==> config.mk <==
export PLATFORM = sky130hd
export DESIGN_NAME = art2_top
export DESIGN_NICKNAME = d
export VERILOG_FILES = /design/src/logic/art2_pkg.sv /design/src/logic/art2_clk_src.sv /design/src/logic/art2_top.sv
export SDC_FILE = /design/constraint.sdc
export NUM_CORES = 1
export LEC_CHECK = 0
export ABC_CLOCK_PERIOD_IN_PS = 2200
export CAP_MARGIN = 5
export CORE_ASPECT_RATIO = 0.6
export CORE_MARGIN = 2
export CORE_UTILIZATION = 30
export DETAILED_ROUTE_END_ITERATION = 8
export DONT_BUFFER_PORTS = 1
export PLACE_DENSITY_LB_ADDON = 0.05
export SLEW_MARGIN = 10
export SYNTH_ARGS = -nofsm -noshare
export SYNTH_HDL_FRONTEND = slang
export SYNTH_HIERARCHICAL = 1
export SYNTH_SLANG_ARGS = --single-unit
export TNS_END_PERCENT = 100
==> constraint.sdc <==
create_clock -name core_clk -period 2.2 [get_ports core_clk]
set_clock_uncertainty 0.2 [all_clocks]
set_input_delay 0.55 -clock core_clk [delete_from_list [all_inputs] [get_ports core_clk]]
set_output_delay 0.55 -clock core_clk [all_outputs]
set_load 0.005 [all_outputs]
==> src/logic/art2_pkg.sv <==
`default_nettype none
package art2_pkg;
  localparam int unsigned APB_AW = 8;
  localparam int unsigned APB_DW = 32;
  localparam int unsigned BYTE_W = 8;

  // register byte addresses
  localparam logic [7:0] ADDR_RELOAD_LO  = 8'h00;
  localparam logic [7:0] ADDR_RELOAD_HI  = 8'h04;
  localparam logic [7:0] ADDR_COUNT_LO   = 8'h08;
  localparam logic [7:0] ADDR_COUNT_HI   = 8'h0C;
  localparam logic [7:0] ADDR_CLK_SELECT = 8'h10;
  localparam logic [7:0] ADDR_INT_ENABLE = 8'h14;
  localparam logic [7:0] ADDR_IRQ_STATUS = 8'h18;
  localparam logic [7:0] ADDR_IRQ_MASK   = 8'h1C;
  localparam logic [7:0] ADDR_CONTROL    = 8'hC8;

  // timer_overflow_control fields
  localparam int unsigned CTL_HIGH_FLAG = 7;
  localparam int unsigned CTL_LOW_FLAG  = 6;
  localparam int unsigned CTL_LOW_IRQEN = 5;
  localparam int unsigned CTL_SPLIT     = 3;
  localparam int unsigned CTL_RUN       = 2;
  localparam int unsigned CTL_EXT_CLK   = 0;
  localparam logic [7:0]  CTL_WMASK     = 8'hED;

  // clock_select_register fields
  localparam int unsigned CKS_LOW  = 0;
  localparam int unsigned CKS_HIGH = 1;
  localparam int unsigned CKS_W    = 2;

  // interrupt_enable_register field
  localparam int unsigned IEN_TIMER = 0;

  // irq status / mask fields
  localparam int unsigned STS_HIGH = 0;
  localparam int unsigned STS_LOW  = 1;
  localparam int unsigned STS_W    = 2;

  localparam logic [7:0]        RST_BYTE  = 8'h00;
  localparam logic [7:0]        BYTE_MAX  = 8'hFF;
  localparam logic [7:0]        BYTE_ZERO = 8'h00;
  localparam logic [APB_DW-1:0] RD_ZERO   = 32'h0000_0000;

  localparam int unsigned SYS_DIV = 12;
  localparam int unsigned EXT_DIV = 8;
endpackage
`default_nettype wire

==> src/logic/art2_clk_src.sv <==
`timescale 1ns/1ps
`default_nettype none
module art2_clk_src #(
  parameter int unsigned SYS_DIV = art2_pkg::SYS_DIV,
  parameter int unsigned EXT_DIV = art2_pkg::EXT_DIV
) (
  input  wire logic core_clk,
  input  wire logic reset,
  input  wire logic ext_osc,
  output logic      sys_tick,
  output logic      ext_tick
);
  localparam int unsigned SW = $clog2(SYS_DIV);
  localparam int unsigned EW = $clog2(EXT_DIV);
  localparam logic [SW-1:0] SYS_LAST = SW'(SYS_DIV - 1);
  localparam logic [EW-1:0] EXT_LAST = EW'(EXT_DIV - 1);

  logic [SW-1:0] sys_cnt_ff;
  logic [EW-1:0] ext_cnt_ff;
  logic          sync1_ff;
  logic          sync2_ff;
  logic          sync3_ff;
  logic          level_ff;
  logic          rise;

  always_ff @(posedge core_clk or posedge reset) begin
    if (reset) begin
      sys_cnt_ff <= '0;
      sys_tick   <= 1'b0;
    end else begin
      sys_tick   <= (sys_cnt_ff == SYS_LAST);
      sys_cnt_ff <= (sys_cnt_ff == SYS_LAST) ? '0 : sys_cnt_ff + SW'(1);
    end
  end

  // oscillator is asynchronous: three stages, change taken when stages 2 and 3 agree
  always_ff @(posedge core_clk or posedge reset) begin
    if (reset) begin
      sync1_ff <= 1'b0;
      sync2_ff <= 1'b0;
      sync3_ff <= 1'b0;
      level_ff <= 1'b0;
    end else begin
      sync1_ff <= ext_osc;
      sync2_ff <= sync1_ff;
      sync3_ff <= sync2_ff;
      if (sync2_ff == sync3_ff) begin
        level_ff <= sync3_ff;
      end
    end
  end

  assign rise = (sync2_ff == sync3_ff) & sync3_ff & ~level_ff;

  // limitation: oscillator must stay below about a sixth of core_clk
  always_ff @(posedge core_clk or posedge reset) begin
    if (reset) begin
      ext_cnt_ff <= '0;
      ext_tick   <= 1'b0;
    end else begin
      ext_tick <= rise & (ext_cnt_ff == EXT_LAST);
      if (rise) begin
        ext_cnt_ff <= (ext_cnt_ff == EXT_LAST) ? '0 : ext_cnt_ff + EW'(1);
      end
    end
  end
endmodule
`default_nettype wire

==> src/logic/art2_top.sv <==
// Operation
// - split select zero gives one 16-bit counter with auto reload.
// - split select one gives two independent auto-reloading 8-bit counters.
// - 16-bit wrap loads both reload bytes and sets the high overflow flag.
// - 16-bit mode with timer interrupt enabled and high irq mask bit set requests interrupt every overflow.
// - 16-bit mode, low irq enable also requests on each low-byte wrap.
// - split mode reloads each byte from its own reload register.
// - split mode run bit gates high byte only; low byte always counts.
// - clock select one gives system clock, else div12 or external div8.
// - external divided-by-8 source synchronised to system clock before counting.
// - split mode sets high flag on high wrap, low flag on low wrap.
// - split mode interrupts on high wrap, either wrap with low irq enable.
// - hardware never clears overflow flags; only a software zero write does.
`timescale 1ns/1ps
`default_nettype none
module art2_top (
  input  wire logic                          core_clk,
  input  wire logic                          reset,
  input  wire logic                          psel,
  input  wire logic                          penable,
  input  wire logic                          pwrite,
  input  wire logic [art2_pkg::APB_AW-1:0]   paddr,
  input  wire logic [art2_pkg::APB_DW-1:0]   pwdata,
  output logic      [art2_pkg::APB_DW-1:0]   prdata,
  output logic                               pready,
  output logic                               pslverr,
  input  wire logic                          ext_osc,
  output logic                               irq
);
  localparam int unsigned BW = art2_pkg::BYTE_W;
  localparam int unsigned SW = art2_pkg::STS_W;

  logic [BW-1:0] reload_low_byte_ff;
  logic [BW-1:0] reload_high_byte_ff;
  logic [BW-1:0] count_low_byte_ff;
  logic [BW-1:0] count_high_byte_ff;
  logic [BW-1:0] timer_overflow_control_ff;
  logic [art2_pkg::CKS_W-1:0] clock_select_ff;
  logic          timer_irq_enable_ff;
  logic [SW-1:0] irq_status_ff;
  logic [SW-1:0] irq_mask_ff;
  logic          slverr_ff;

  logic sys_tick;
  logic ext_tick;
  logic split;
  logic run;
  logic ext_sel;
  logic tick_low;
  logic tick_high;
  logic inc_low;
  logic inc_high;
  logic wrap_low;
  logic wrap_high;
  logic setup;
  logic wr_en;
  logic [BW-1:0] wbyte;
  logic [SW-1:0] sts_set;

  function automatic logic addr_hit(input logic [art2_pkg::APB_AW-1:0] a);
    unique case (a)
      art2_pkg::ADDR_RELOAD_LO, art2_pkg::ADDR_RELOAD_HI,
      art2_pkg::ADDR_COUNT_LO, art2_pkg::ADDR_COUNT_HI,
      art2_pkg::ADDR_CLK_SELECT, art2_pkg::ADDR_INT_ENABLE,
      art2_pkg::ADDR_IRQ_STATUS, art2_pkg::ADDR_IRQ_MASK,
      art2_pkg::ADDR_CONTROL: addr_hit = 1'b1;
      default: addr_hit = 1'b0;
    endcase
  endfunction

  function automatic logic wr_to(input logic [art2_pkg::APB_AW-1:0] a,
                                 input logic [art2_pkg::APB_AW-1:0] reg_addr,
                                 input logic en);
    wr_to = en & (a == reg_addr);
  endfunction

  // select one of the three count sources for a byte
  function automatic logic tick_pick(input logic sys_sel, input logic xsel,
                                     input logic div12, input logic ext8);
    tick_pick = sys_sel ? 1'b1 : (xsel ? ext8 : div12);
  endfunction

  art2_clk_src #(
    .SYS_DIV (art2_pkg::SYS_DIV),
    .EXT_DIV (art2_pkg::EXT_DIV)
  ) u_clk_src (
    .core_clk (core_clk),
    .reset    (reset),
    .ext_osc  (ext_osc),
    .sys_tick (sys_tick),
    .ext_tick (ext_tick)
  );

  assign split   = timer_overflow_control_ff[art2_pkg::CTL_SPLIT];
  assign run     = timer_overflow_control_ff[art2_pkg::CTL_RUN];
  assign ext_sel = timer_overflow_control_ff[art2_pkg::CTL_EXT_CLK];

  // ---------------- counting ----------------
  assign tick_low = tick_pick(clock_select_ff[art2_pkg::CKS_LOW], ext_sel,
                              sys_tick, ext_tick);
  assign tick_high = split ? tick_pick(clock_select_ff[art2_pkg::CKS_HIGH], ext_sel,
                                       sys_tick, ext_tick)
                           : tick_low;
  assign inc_low   = tick_low & (split | run);
  assign wrap_low  = inc_low & (count_low_byte_ff == art2_pkg::BYTE_MAX);
  // in 16-bit mode the high byte is carried by the low byte
  assign inc_high  = split ? (tick_high & run) : wrap_low;
  assign wrap_high = inc_high & (count_high_byte_ff == art2_pkg::BYTE_MAX);

  assign setup = psel & ~penable;
  assign wr_en = psel & penable & pwrite;
  assign wbyte = pwdata[BW-1:0];

  // software write to a count byte wins over counting in the same cycle
  always_ff @(posedge core_clk or posedge reset) begin
    if (reset) begin
      count_low_byte_ff <= art2_pkg::RST_BYTE;
    end else if (wr_to(paddr, art2_pkg::ADDR_COUNT_LO, wr_en)) begin
      count_low_byte_ff <= wbyte;
    end else if (wrap_low) begin
      if (split || wrap_high) begin
        count_low_byte_ff <= reload_low_byte_ff;
      end else begin
        count_low_byte_ff <= art2_pkg::BYTE_ZERO;
      end
    end else if (inc_low) begin
      count_low_byte_ff <= count_low_byte_ff + BW'(1);
    end
  end

  always_ff @(posedge core_clk or posedge reset) begin
    if (reset) begin
      count_high_byte_ff <= art2_pkg::RST_BYTE;
    end else if (wr_to(paddr, art2_pkg::ADDR_COUNT_HI, wr_en)) begin
      count_high_byte_ff <= wbyte;
    end else if (wrap_high) begin
      count_high_byte_ff <= reload_high_byte_ff;
    end else if (inc_high) begin
      count_high_byte_ff <= count_high_byte_ff + BW'(1);
    end
  end

  // ---------------- registers ----------------
  always_ff @(posedge core_clk or posedge reset) begin
    if (reset) begin
      reload_low_byte_ff  <= art2_pkg::RST_BYTE;
      reload_high_byte_ff <= art2_pkg::RST_BYTE;
      clock_select_ff     <= '0;
      timer_irq_enable_ff <= 1'b0;
      irq_mask_ff         <= '0;
    end else begin
      if (wr_to(paddr, art2_pkg::ADDR_RELOAD_LO, wr_en)) begin
        reload_low_byte_ff <= wbyte;
      end
      if (wr_to(paddr, art2_pkg::ADDR_RELOAD_HI, wr_en)) begin
        reload_high_byte_ff <= wbyte;
      end
      if (wr_to(paddr, art2_pkg::ADDR_CLK_SELECT, wr_en)) begin
        clock_select_ff <= pwdata[art2_pkg::CKS_W-1:0];
      end
      if (wr_to(paddr, art2_pkg::ADDR_INT_ENABLE, wr_en)) begin
        timer_irq_enable_ff <= pwdata[art2_pkg::IEN_TIMER];
      end
      if (wr_to(paddr, art2_pkg::ADDR_IRQ_MASK, wr_en)) begin
        irq_mask_ff <= pwdata[SW-1:0];
      end
    end
  end

  // control: flags only change on hardware set or software write; set wins
  always_ff @(posedge core_clk or posedge reset) begin
    if (reset) begin
      timer_overflow_control_ff <= art2_pkg::RST_BYTE;
    end else begin
      if (wr_to(paddr, art2_pkg::ADDR_CONTROL, wr_en)) begin
        timer_overflow_control_ff <= wbyte & art2_pkg::CTL_WMASK;
      end
      if (wrap_high) begin
        timer_overflow_control_ff[art2_pkg::CTL_HIGH_FLAG] <= 1'b1;
      end
      if (wrap_low) begin
        timer_overflow_control_ff[art2_pkg::CTL_LOW_FLAG] <= 1'b1;
      end
    end
  end

  // ---------------- interrupts ----------------
  always_comb begin
    sts_set = '0;
    sts_set[art2_pkg::STS_HIGH] = wrap_high;
    sts_set[art2_pkg::STS_LOW]  = wrap_low &
      timer_overflow_control_ff[art2_pkg::CTL_LOW_IRQEN];
  end

  // write one to clear; a new event in the same cycle survives
  always_ff @(posedge core_clk or posedge reset) begin
    if (reset) begin
      irq_status_ff <= '0;
    end else if (wr_to(paddr, art2_pkg::ADDR_IRQ_STATUS, wr_en)) begin
      irq_status_ff <= (irq_status_ff & ~pwdata[SW-1:0]) | sts_set;
    end else begin
      irq_status_ff <= irq_status_ff | sts_set;
    end
  end

  assign irq = timer_irq_enable_ff & (|(irq_status_ff & irq_mask_ff));

  // ---------------- APB read side ----------------
  // read data sampled in the setup cycle so it comes from a flop; zero wait states
  always_ff @(posedge core_clk or posedge reset) begin
    if (reset) begin
      prdata    <= art2_pkg::RD_ZERO;
      slverr_ff <= 1'b0;
    end else if (setup) begin
      slverr_ff <= ~addr_hit(paddr);
      prdata    <= art2_pkg::RD_ZERO;
      if (!pwrite) begin
        unique case (paddr)
          art2_pkg::ADDR_RELOAD_LO:  prdata[BW-1:0] <= reload_low_byte_ff;
          art2_pkg::ADDR_RELOAD_HI:  prdata[BW-1:0] <= reload_high_byte_ff;
          art2_pkg::ADDR_COUNT_LO:   prdata[BW-1:0] <= count_low_byte_ff;
          art2_pkg::ADDR_COUNT_HI:   prdata[BW-1:0] <= count_high_byte_ff;
          art2_pkg::ADDR_CLK_SELECT: prdata[art2_pkg::CKS_W-1:0] <= clock_select_ff;
          art2_pkg::ADDR_INT_ENABLE: prdata[art2_pkg::IEN_TIMER] <= timer_irq_enable_ff;
          art2_pkg::ADDR_IRQ_STATUS: prdata[SW-1:0] <= irq_status_ff;
          art2_pkg::ADDR_IRQ_MASK:   prdata[SW-1:0] <= irq_mask_ff;
          art2_pkg::ADDR_CONTROL:    prdata[BW-1:0] <= timer_overflow_control_ff;
          default:                   prdata <= art2_pkg::RD_ZERO;
        endcase
      end
    end
  end

  assign pready  = 1'b1;
  assign pslverr = psel & penable & slverr_ff;

  logic wr_cnt_lo;
  logic wr_cnt_hi;
  logic wr_ctl;
  assign wr_cnt_lo = wr_to(paddr, art2_pkg::ADDR_COUNT_LO, wr_en);
  assign wr_cnt_hi = wr_to(paddr, art2_pkg::ADDR_COUNT_HI, wr_en);
  assign wr_ctl    = wr_to(paddr, art2_pkg::ADDR_CONTROL, wr_en);
endmodule
`default_nettype wire

==> results of run 1 <==
-- worst register-to-register path: cells and delay by family (launching register included) --
kind | cells | cell delay (ns)
AO/OA/AOI/OAI | 3 | 0.40
AND/OR/NAND/NOR | 2 | 0.54
buffers and inverters | 2 | 0.34
adder cells (fa/ha/maj) | 1 | 0.17
flip-flops | 1 | 0.37
-- layout by cell type (no fill, tap or decap), types with 4 or more instances in the layout --
cell / instances
buf_4: 45
o21ai_0: 25
clkbuf_16: 9
nand2_1: 35
a221oi_1: 8
a32o_1: 4
a31oi_1: 4
nor3_1: 6
mux2i_1: 13
mux4_2: 4
mux2_2: 29
a21oi_1: 9
nand3_1: 13
conb_1: 25
and3_1: 11
dfrtp_1: 67
a22o_1: 4
nor2_1: 16
ha_1: 6
inv_1: 4
nand4_1: 6
o31ai_1: 5
-- power breakdown --
group          leakage (nW)  switching (mW)  total [mW]  internal, mW
registers             0.861          0.0419        1.33          1.29
logic                  1.09           0.144       0.295         0.152
clock network         0.144           0.566        1.51         0.941
-- repair_timing --
action,CTS,global route
endpoints found under the hold margin,30,0
setup endpoints to repair,0,4
resized for setup,0,4
hold buffers,1,0
setup buffers,0,0
-- stage by stage --
stage	util	instance area [um^2]	hold slack (ns)	cells	total power, mW
floorplan	-	3921	0.1312	390	1.587
global placement	0.3422	4194	0.1319	557	1.643
detailed placement	0.3422	4194	0.1373	557	1.647
CTS	0.3686	4518	0.02588	574	3.176
global route	0.3697	4532	0.02009	574	3.269
finish	0.3697	4532	0.03799	574	3.136
-- registers in the layout, indices dropped and copies added (netlist names) --
| signal | cells |
|---|---|
| u_clk_src/sys_tick | 1 |
| slverr_ff | 1 |
| prdata | 8 |
| u_clk_src/sys_cnt_ff | 4 |
| reload_high_byte_ff | 8 |
| u_clk_src/sync2_ff | 1 |
| u_clk_src/sync1_ff | 1 |
| count_low_byte_ff | 8 |
| u_clk_src/level_ff | 1 |
| timer_overflow_control_ff | 6 |
| count_high_byte_ff | 8 |
| reload_low_byte_ff | 8 |
| u_clk_src/ext_cnt_ff | 3 |
| u_clk_src/ext_tick | 1 |
| irq_mask_ff | 2 |
| timer_irq_enable_ff | 1 |
| u_clk_src/sync3_ff | 1 |
| irq_status_ff | 2 |
| clock_select_ff | 2 |
-- logic make-up after synthesis --
family                     Yosys count  synth area share
buffers and inverters               49           0.08091
AOI/OAI and AO/OA                   76            0.1315
muxes                               49            0.1543
xor gates and xnor gates             3          0.006853
other                                2          0.001958
DFF                                 67            0.4372
adders and majority gates            6           0.01958
and+or+nand+nor                    115            0.1677
-- worst paths after layout --
kind                                  startpoint                      end  slack [ns]  cells past startpoint
min in group asynchronous                  reset  u_clk_src/ext_cnt_ff[2]        0.54                      2
max in group asynchronous                  reset    reload_low_byte_ff[4]        0.72                      3
max                        count_high_byte_ff[1]     count_low_byte_ff[4]        0.11                      8
max reg2reg                count_high_byte_ff[1]     count_low_byte_ff[4]        0.11                      8
min                                      ext_osc       u_clk_src/sync1_ff        0.04                      0
min reg2reg                   u_clk_src/sync1_ff       u_clk_src/sync2_ff        0.15                      0
-- metal layers --
layer	vias to the layer above	share of wire
met5	-	0
met4	0	0.0083
met3	9	0.077
met2	84	0.36
met1	1429	0.55
li1	1374	-
-- layout make-up --
| cell class | instances | area (um^2) |
|---|---|---|
| inverter | 5 | 18.77 |
| tap | 165 | 206.4 |
| fill | 1234 | 7725 |
| clock inverter | 5 | 61.31 |
| timing repair buffer | 47 | 367.9 |
| multi-input combinational | 274 | 1948 |
| clock buffer | 11 | 252.7 |
| sequential | 67 | 1677 |
==> impl_metrics.csv, run 1 <==
group,metric,value,unit
routing,route.detailed.wl_per_inst,19.82,um
die,core.rowCount,31,
timing,post-route-period-util,0.9499,
die,die_w,150.0,um
critical_path,crit_required,2.24,ns
routing,antenna_left,0,
yosys,synth_top_cell_by_area,"dfrtp_1",
clock_tree,cts_root_buf,"clkbuf_16",
routing,drt-initial-drc-count,246,
pwr,max-vdd-ir-drop,307.4,uV
clock_tree,clk_path_buf_depth,2,
timing,maxSlewViolCount,0,
flow_run,cap_violations,0,
yosys,syn_avg_cell_area,10.45,um^2
yosys,ys_warn_count,6,
critical_path,critPathTopFamily,"simple AND/OR/NAND/NOR gates",
critical_path,timing.critical_path.mode_cell,"buf_4",
critical_path,cp-start-kind,"flop",
global_routing,grt_usage,0.1764,
critical_path,path_buf_inv,2,
clock_tree,cts_tree,"done",
placement,port_buffers,0,
yosys,ys_top_cells_by_area,"dfrtp_1 44%, mux2_2 8.5%, buf_4 5.3%, nand2_1 3.4%, mux2i_1 3.4%",
layout,drive_gt1_frac,0.2812,
global_routing,grt_pass1_wl,17.59,mm
yosys,ys_ff_latch,67,
yosys,ys_seq_area_frac,0.4372,
global_routing,grt_util_met3,0.04523,
yosys,yosys-top-cells-count,"67 x dfrtp_1, 35 x nand2_1, 29 x mux2_2, 27 x buf_4, 25 x o21ai_0",
routing,drt-total-wl,11.38,mm
die,coreArea,0.01226,mm^2
timing,tightestPinTransition,0.5558,ns
yosys,syn-cell-area,0.003835,mm^2
yosys,syn_inst,367,
placement,dp_hpwl,8.774,mm
timing,rsz0062_at_grt,"no",
clock_tree,cts_max_level,3,
critical_path,path_cells,"ha_1 > and3_4 > a31oi_1 > buf_4 > nor3b_4 > buf_4 > a211oi_1 > o31ai_1",
yosys,synth_most_common_cell,"dfrtp_1",
yosys,async_reset_ff_frac,1.000,
die,initial_core_util,0.3129,
critical_path,worstSetupEndpointType,"flop",
global_routing,grt_overflow,0,
timing,timing.fmax,478.5,MHz
timing,tns,0,ns
routing,vias,2896,
global_routing,grt_max_degree,25,
timing,setup_ws,0.1101,ns
layout,syn_to_final_growth,18.17,%
global_routing,antenna_found_initial,0,
placement,place_ws,0.1018,ns
global_routing,grt_pass1_vias,2792,
clock_tree,cts.sinks,67,
global_routing,gr-usage-met2,0.2085,
yosys,synth-edff-count,0,
die,ios,81,
clock_tree,cts_made_buffers,9,
yosys,synth_top_area_share,0.4372,
min_path,hold_path.class,"in2reg",
yosys,yosysUniqueCellTypes,59,
critical_path,slowest_delay,0.37,ns
layout,diodes,0,
critical_path,path_class,"reg2reg",
routing,drcViolationCount,0,
clock_tree,insertion_delay,0.34,ns
clock_tree,clk_pin_slew_worst_paths,0.06,ns
critical_path,cp_slowest_cell,"dfrtp_1",
die,dieArea,0.01373,mm^2
timing,finalSetupViolCount,0,
timing,finalCriticalPeriod,2.090,ns
global_routing,grt-busiest-layer,"met1",
die,die_y,91.58,um
timing,finalHoldViolations,0,
status,status,"complete, no violations",
timing,relSlewSlack,0.6289,
pwr,p_per_area,691.9,mW/mm^2
placement,gp_congestion,0.8373,
routing,first_pass_iters,4,
layout,layout.nets,456,
critical_path,path_max_fanout,6,
routing,viasPerCell,5.045,
yosys,synth_flop_cell,"dfrtp_1",
pwr,p_leak,2.090,nW
global_routing,grt_util_met1,0.3007,
critical_path,arrival,2.13,ns
No activity file was read; power rests on OpenSTA's default activity.
==> run 2: changes to the inputs <==
- ABC_AREA: not set -> 1
==> impl_metrics.csv, run 2 <==
group,metric,value,unit
layout,layout.nets,627,
clock_tree,cts_made_buffers,9,
routing,drt-initial-drc-count,207,
die,die_w,155.2,um
placement,port_buffers,0,
layout,syn_to_final_growth,13.96,%
clock_tree,cts_root_buf,"clkbuf_16",
critical_path,cp-start-kind,"flop",
timing,timing.fmax,507.7,MHz
clock_tree,cts_max_level,3,
die,coreArea,0.01354,mm^2
global_routing,grt_pass1_wl,18.31,mm
clock_tree,insertion_delay,0.33,ns
critical_path,rr_startpoint,"count_low_byte_ff[1]",
timing,finalHoldViolations,0,
critical_path,path_max_fanout,9,
global_routing,grt_usage,0.1671,
timing,finalSetupViolCount,0,
timing,post-route-period-util,0.8953,
timing,finalCriticalPeriod,1.970,ns
yosys,ys_warn_count,6,
yosys,synth_flop_cell,"dfrtp_1",
global_routing,grt_overflow,0,
layout,diodes,0,
yosys,async_reset_ff_frac,1.000,
yosys,synth_top_area_share,0.4075,
yosys,yosys-top-cells-count,"186 x nand2_1, 67 x dfrtp_1, 54 x inv_1, 46 x nand3_1, 38 x o21ai_0",
global_routing,grt_max_degree,55,
critical_path,rrSetupSlack,0.23,ns
yosys,syn_avg_cell_area,7.466,um^2
critical_path,cp_slowest_cell,"dfrtp_1",
layout,final_cells,755,
routing,drt-total-wl,11.49,mm
yosys,synth_most_common_cell,"nand2_1",
timing,holdWs,0.04977,ns
die,dieArea,0.01470,mm^2
critical_path,path_class,"reg2reg",
timing,maxSlewViolCount,0,
critical_path,worstSetupEndpointType,"flop",
yosys,yosysUniqueCellTypes,35,
timing,setup_ws,0.2304,ns
yosys,ys_ff_latch,67,
die,ios,81,
pwr,p_per_area,694.3,mW/mm^2
clock_tree,cts.sinks,67,
min_path,hold_end,"u_clk_src/sync1_ff",
yosys,syn_inst,551,
min_path,holdCritStartpoint,"ext_osc",
clock_tree,cts_tree,"done",
layout,drive_gt1_frac,0.1328,
flow_run,cap_violations,0,
pwr,max-vdd-ir-drop,292.8,uV
yosys,ys_top_cells_by_area,"dfrtp_1 41%, nand2_1 17%, nand3_1 5.6%, inv_1 4.9%, buf_4 4.7%",
routing,route.detailed.wl_per_inst,15.21,um
die,die_y,94.71,um
yosys,syn-cell-area,0.004114,mm^2
critical_path,slowest_delay,0.40,ns
routing,antenna_left,0,
timing,rsz0062_at_grt,"no",
placement,dp_hpwl,8.952,mm
placement,gp_congestion,0.8374,
critical_path,crit_required,2.27,ns
yosys,synth-edff-count,0,
routing,vias,3468,
critical_path,r2r_end,"count_high_byte_ff[4]",
critical_path,timing.critical_path.mode_cell,"nand2_2",
clock_tree,clk_pin_slew_worst_paths,0.06,ns
yosys,synth_top_cell_by_area,"dfrtp_1",
die,initial_core_util,0.3038,
placement,place_ws,0.2065,ns
min_path,whs_path_depth,0,
pwr,total_power,3.255,mW
status,status,"complete, no violations",
yosys,ys_seq_area_frac,0.4075,
critical_path,path_cells,"ha_1 > nand3_2 > inv_1 > nand2_2 > o21bai_4 > nand2_2 > nor2_4 > nand3_1 > nand2_1",
min_path,hold_path.class,"in2reg",
global_routing,grt_pass1_vias,3344,
critical_path,path_buf_inv,1,
layout,layout_common_cells,"186 x nand2_1, 67 x dfrtp_1, 53 x inv_1",
layout,n_fill_cell,1448,
layout,final_common_cell,"nand2_1",
critical_path,reg2regPathDepth,9,
routing,first_pass_iters,4,
critical_path,critPathTopFamily,"simple AND/OR/NAND/NOR gates",
critical_path,arrival,2.04,ns
pwr,p_leak,2.422,nW
global_routing,antenna_found_initial,0,
routing,drcViolationCount,0,
routing,viasPerCell,4.593,
placement,place_inst,738,
timing,tns,0,ns
clock_tree,clk_path_buf_depth,2,
die,core.rowCount,33,
clock_tree,postCtsSetupBuffers,0,
==> run 2: changes by cell type after synthesis, moves of 8 or more <==
| cell | before | now |
|---|---|---|
| nand3_1 | 14 | 46 |
| nor2_1 | 16 | 35 |
| o211ai_1 | 1 | 10 |
| a221oi_1 | 8 | 0 |
| o21ai_0 | 25 | 38 |
| inv_1 | 5 | 54 |
| mux2i_1 | 13 | 1 |
| and3_1 | 11 | 1 |
| nand2_2 | 1 | 9 |
| nand2_1 | 35 | 186 |
| mux2_2 | 29 | 0 |
==> run 2: worst max path at each step <==
stage / startpoint / to / slack [ns] / cells past startpoint
floorplan: reset / clock_select_ff[0] / 0.14 / 1
global placement: count_low_byte_ff[1] / count_high_byte_ff[4] / 0.22 / 9
detailed placement: count_low_byte_ff[1] / count_high_byte_ff[4] / 0.21 / 9
CTS: count_low_byte_ff[1] / count_high_byte_ff[4] / 0.18 / 9
global route: count_low_byte_ff[1] / count_high_byte_ff[4] / 0.06 / 9
finish: count_low_byte_ff[1] / count_high_byte_ff[4] / 0.23 / 9
==> run 2: repair_timing <==
action,4_1_cts,5_1_grt
setup endpoints to repair,0,1
hold endpoints to repair,67,0
hold buffers,1,0
resized for setup,0,1
==> run 2: logic make-up (layout without fill, tap and decap cells) <==
logic type / after synthesis / in the layout / synth area share
simple gates: 311 / 311 / 0.3534
buf+inv: 91 / 97 / 0.1083
flops: 67 / 67 / 0.4075
compound gates: 63 / 63 / 0.08698
xor+xnor: 10 / 10 / 0.02129
fa+ha+maj: 6 / 6 / 0.01825
other cells: 2 / 25 / 0.001825
mux: 1 / 1 / 0.002433
==> run 2: where the power goes <==
group	internal [mW]	switching, mW
registers	1.29	0.0529
clock network	0.984	0.540
logic	0.141	0.242
total	2.42	0.835
==> run 2: metal layers <==
| layer | routed length, um | up-vias | global-route usage |
|---|---|---|---|
| met1 | 6377 | 1625 | 0.2637 |
| met5 | 0 | - | 0 |
| met2 | 4397 | 72 | 0.2270 |
| met4 | 79 | 0 | 0.03670 |
| li1 | - | 1762 | - |
| met3 | 632 | 9 | 0.03717 |
==> run 2: per-stage QoR <==
stage               utilization  cell area [um^2]
floorplan                     -              4200
global placement         0.3222              4364
detailed placement       0.3222              4364
CTS                      0.3458              4683
global route             0.3462              4688
finish                   0.3462              4688
==> run 2: cell type report <==
type	count	area [um^2]	area share
Clock inverter	6	80.08	0.01708
Tap cell	175	219.0	0.04670
Multi-Input combinational cell	416	2083	0.4444
Clock buffer	10	229.0	0.04884
Timing Repair Buffer	21	172.7	0.03683
Sequential cell	67	1677	0.3576
Inverter	60	227.7	0.04857
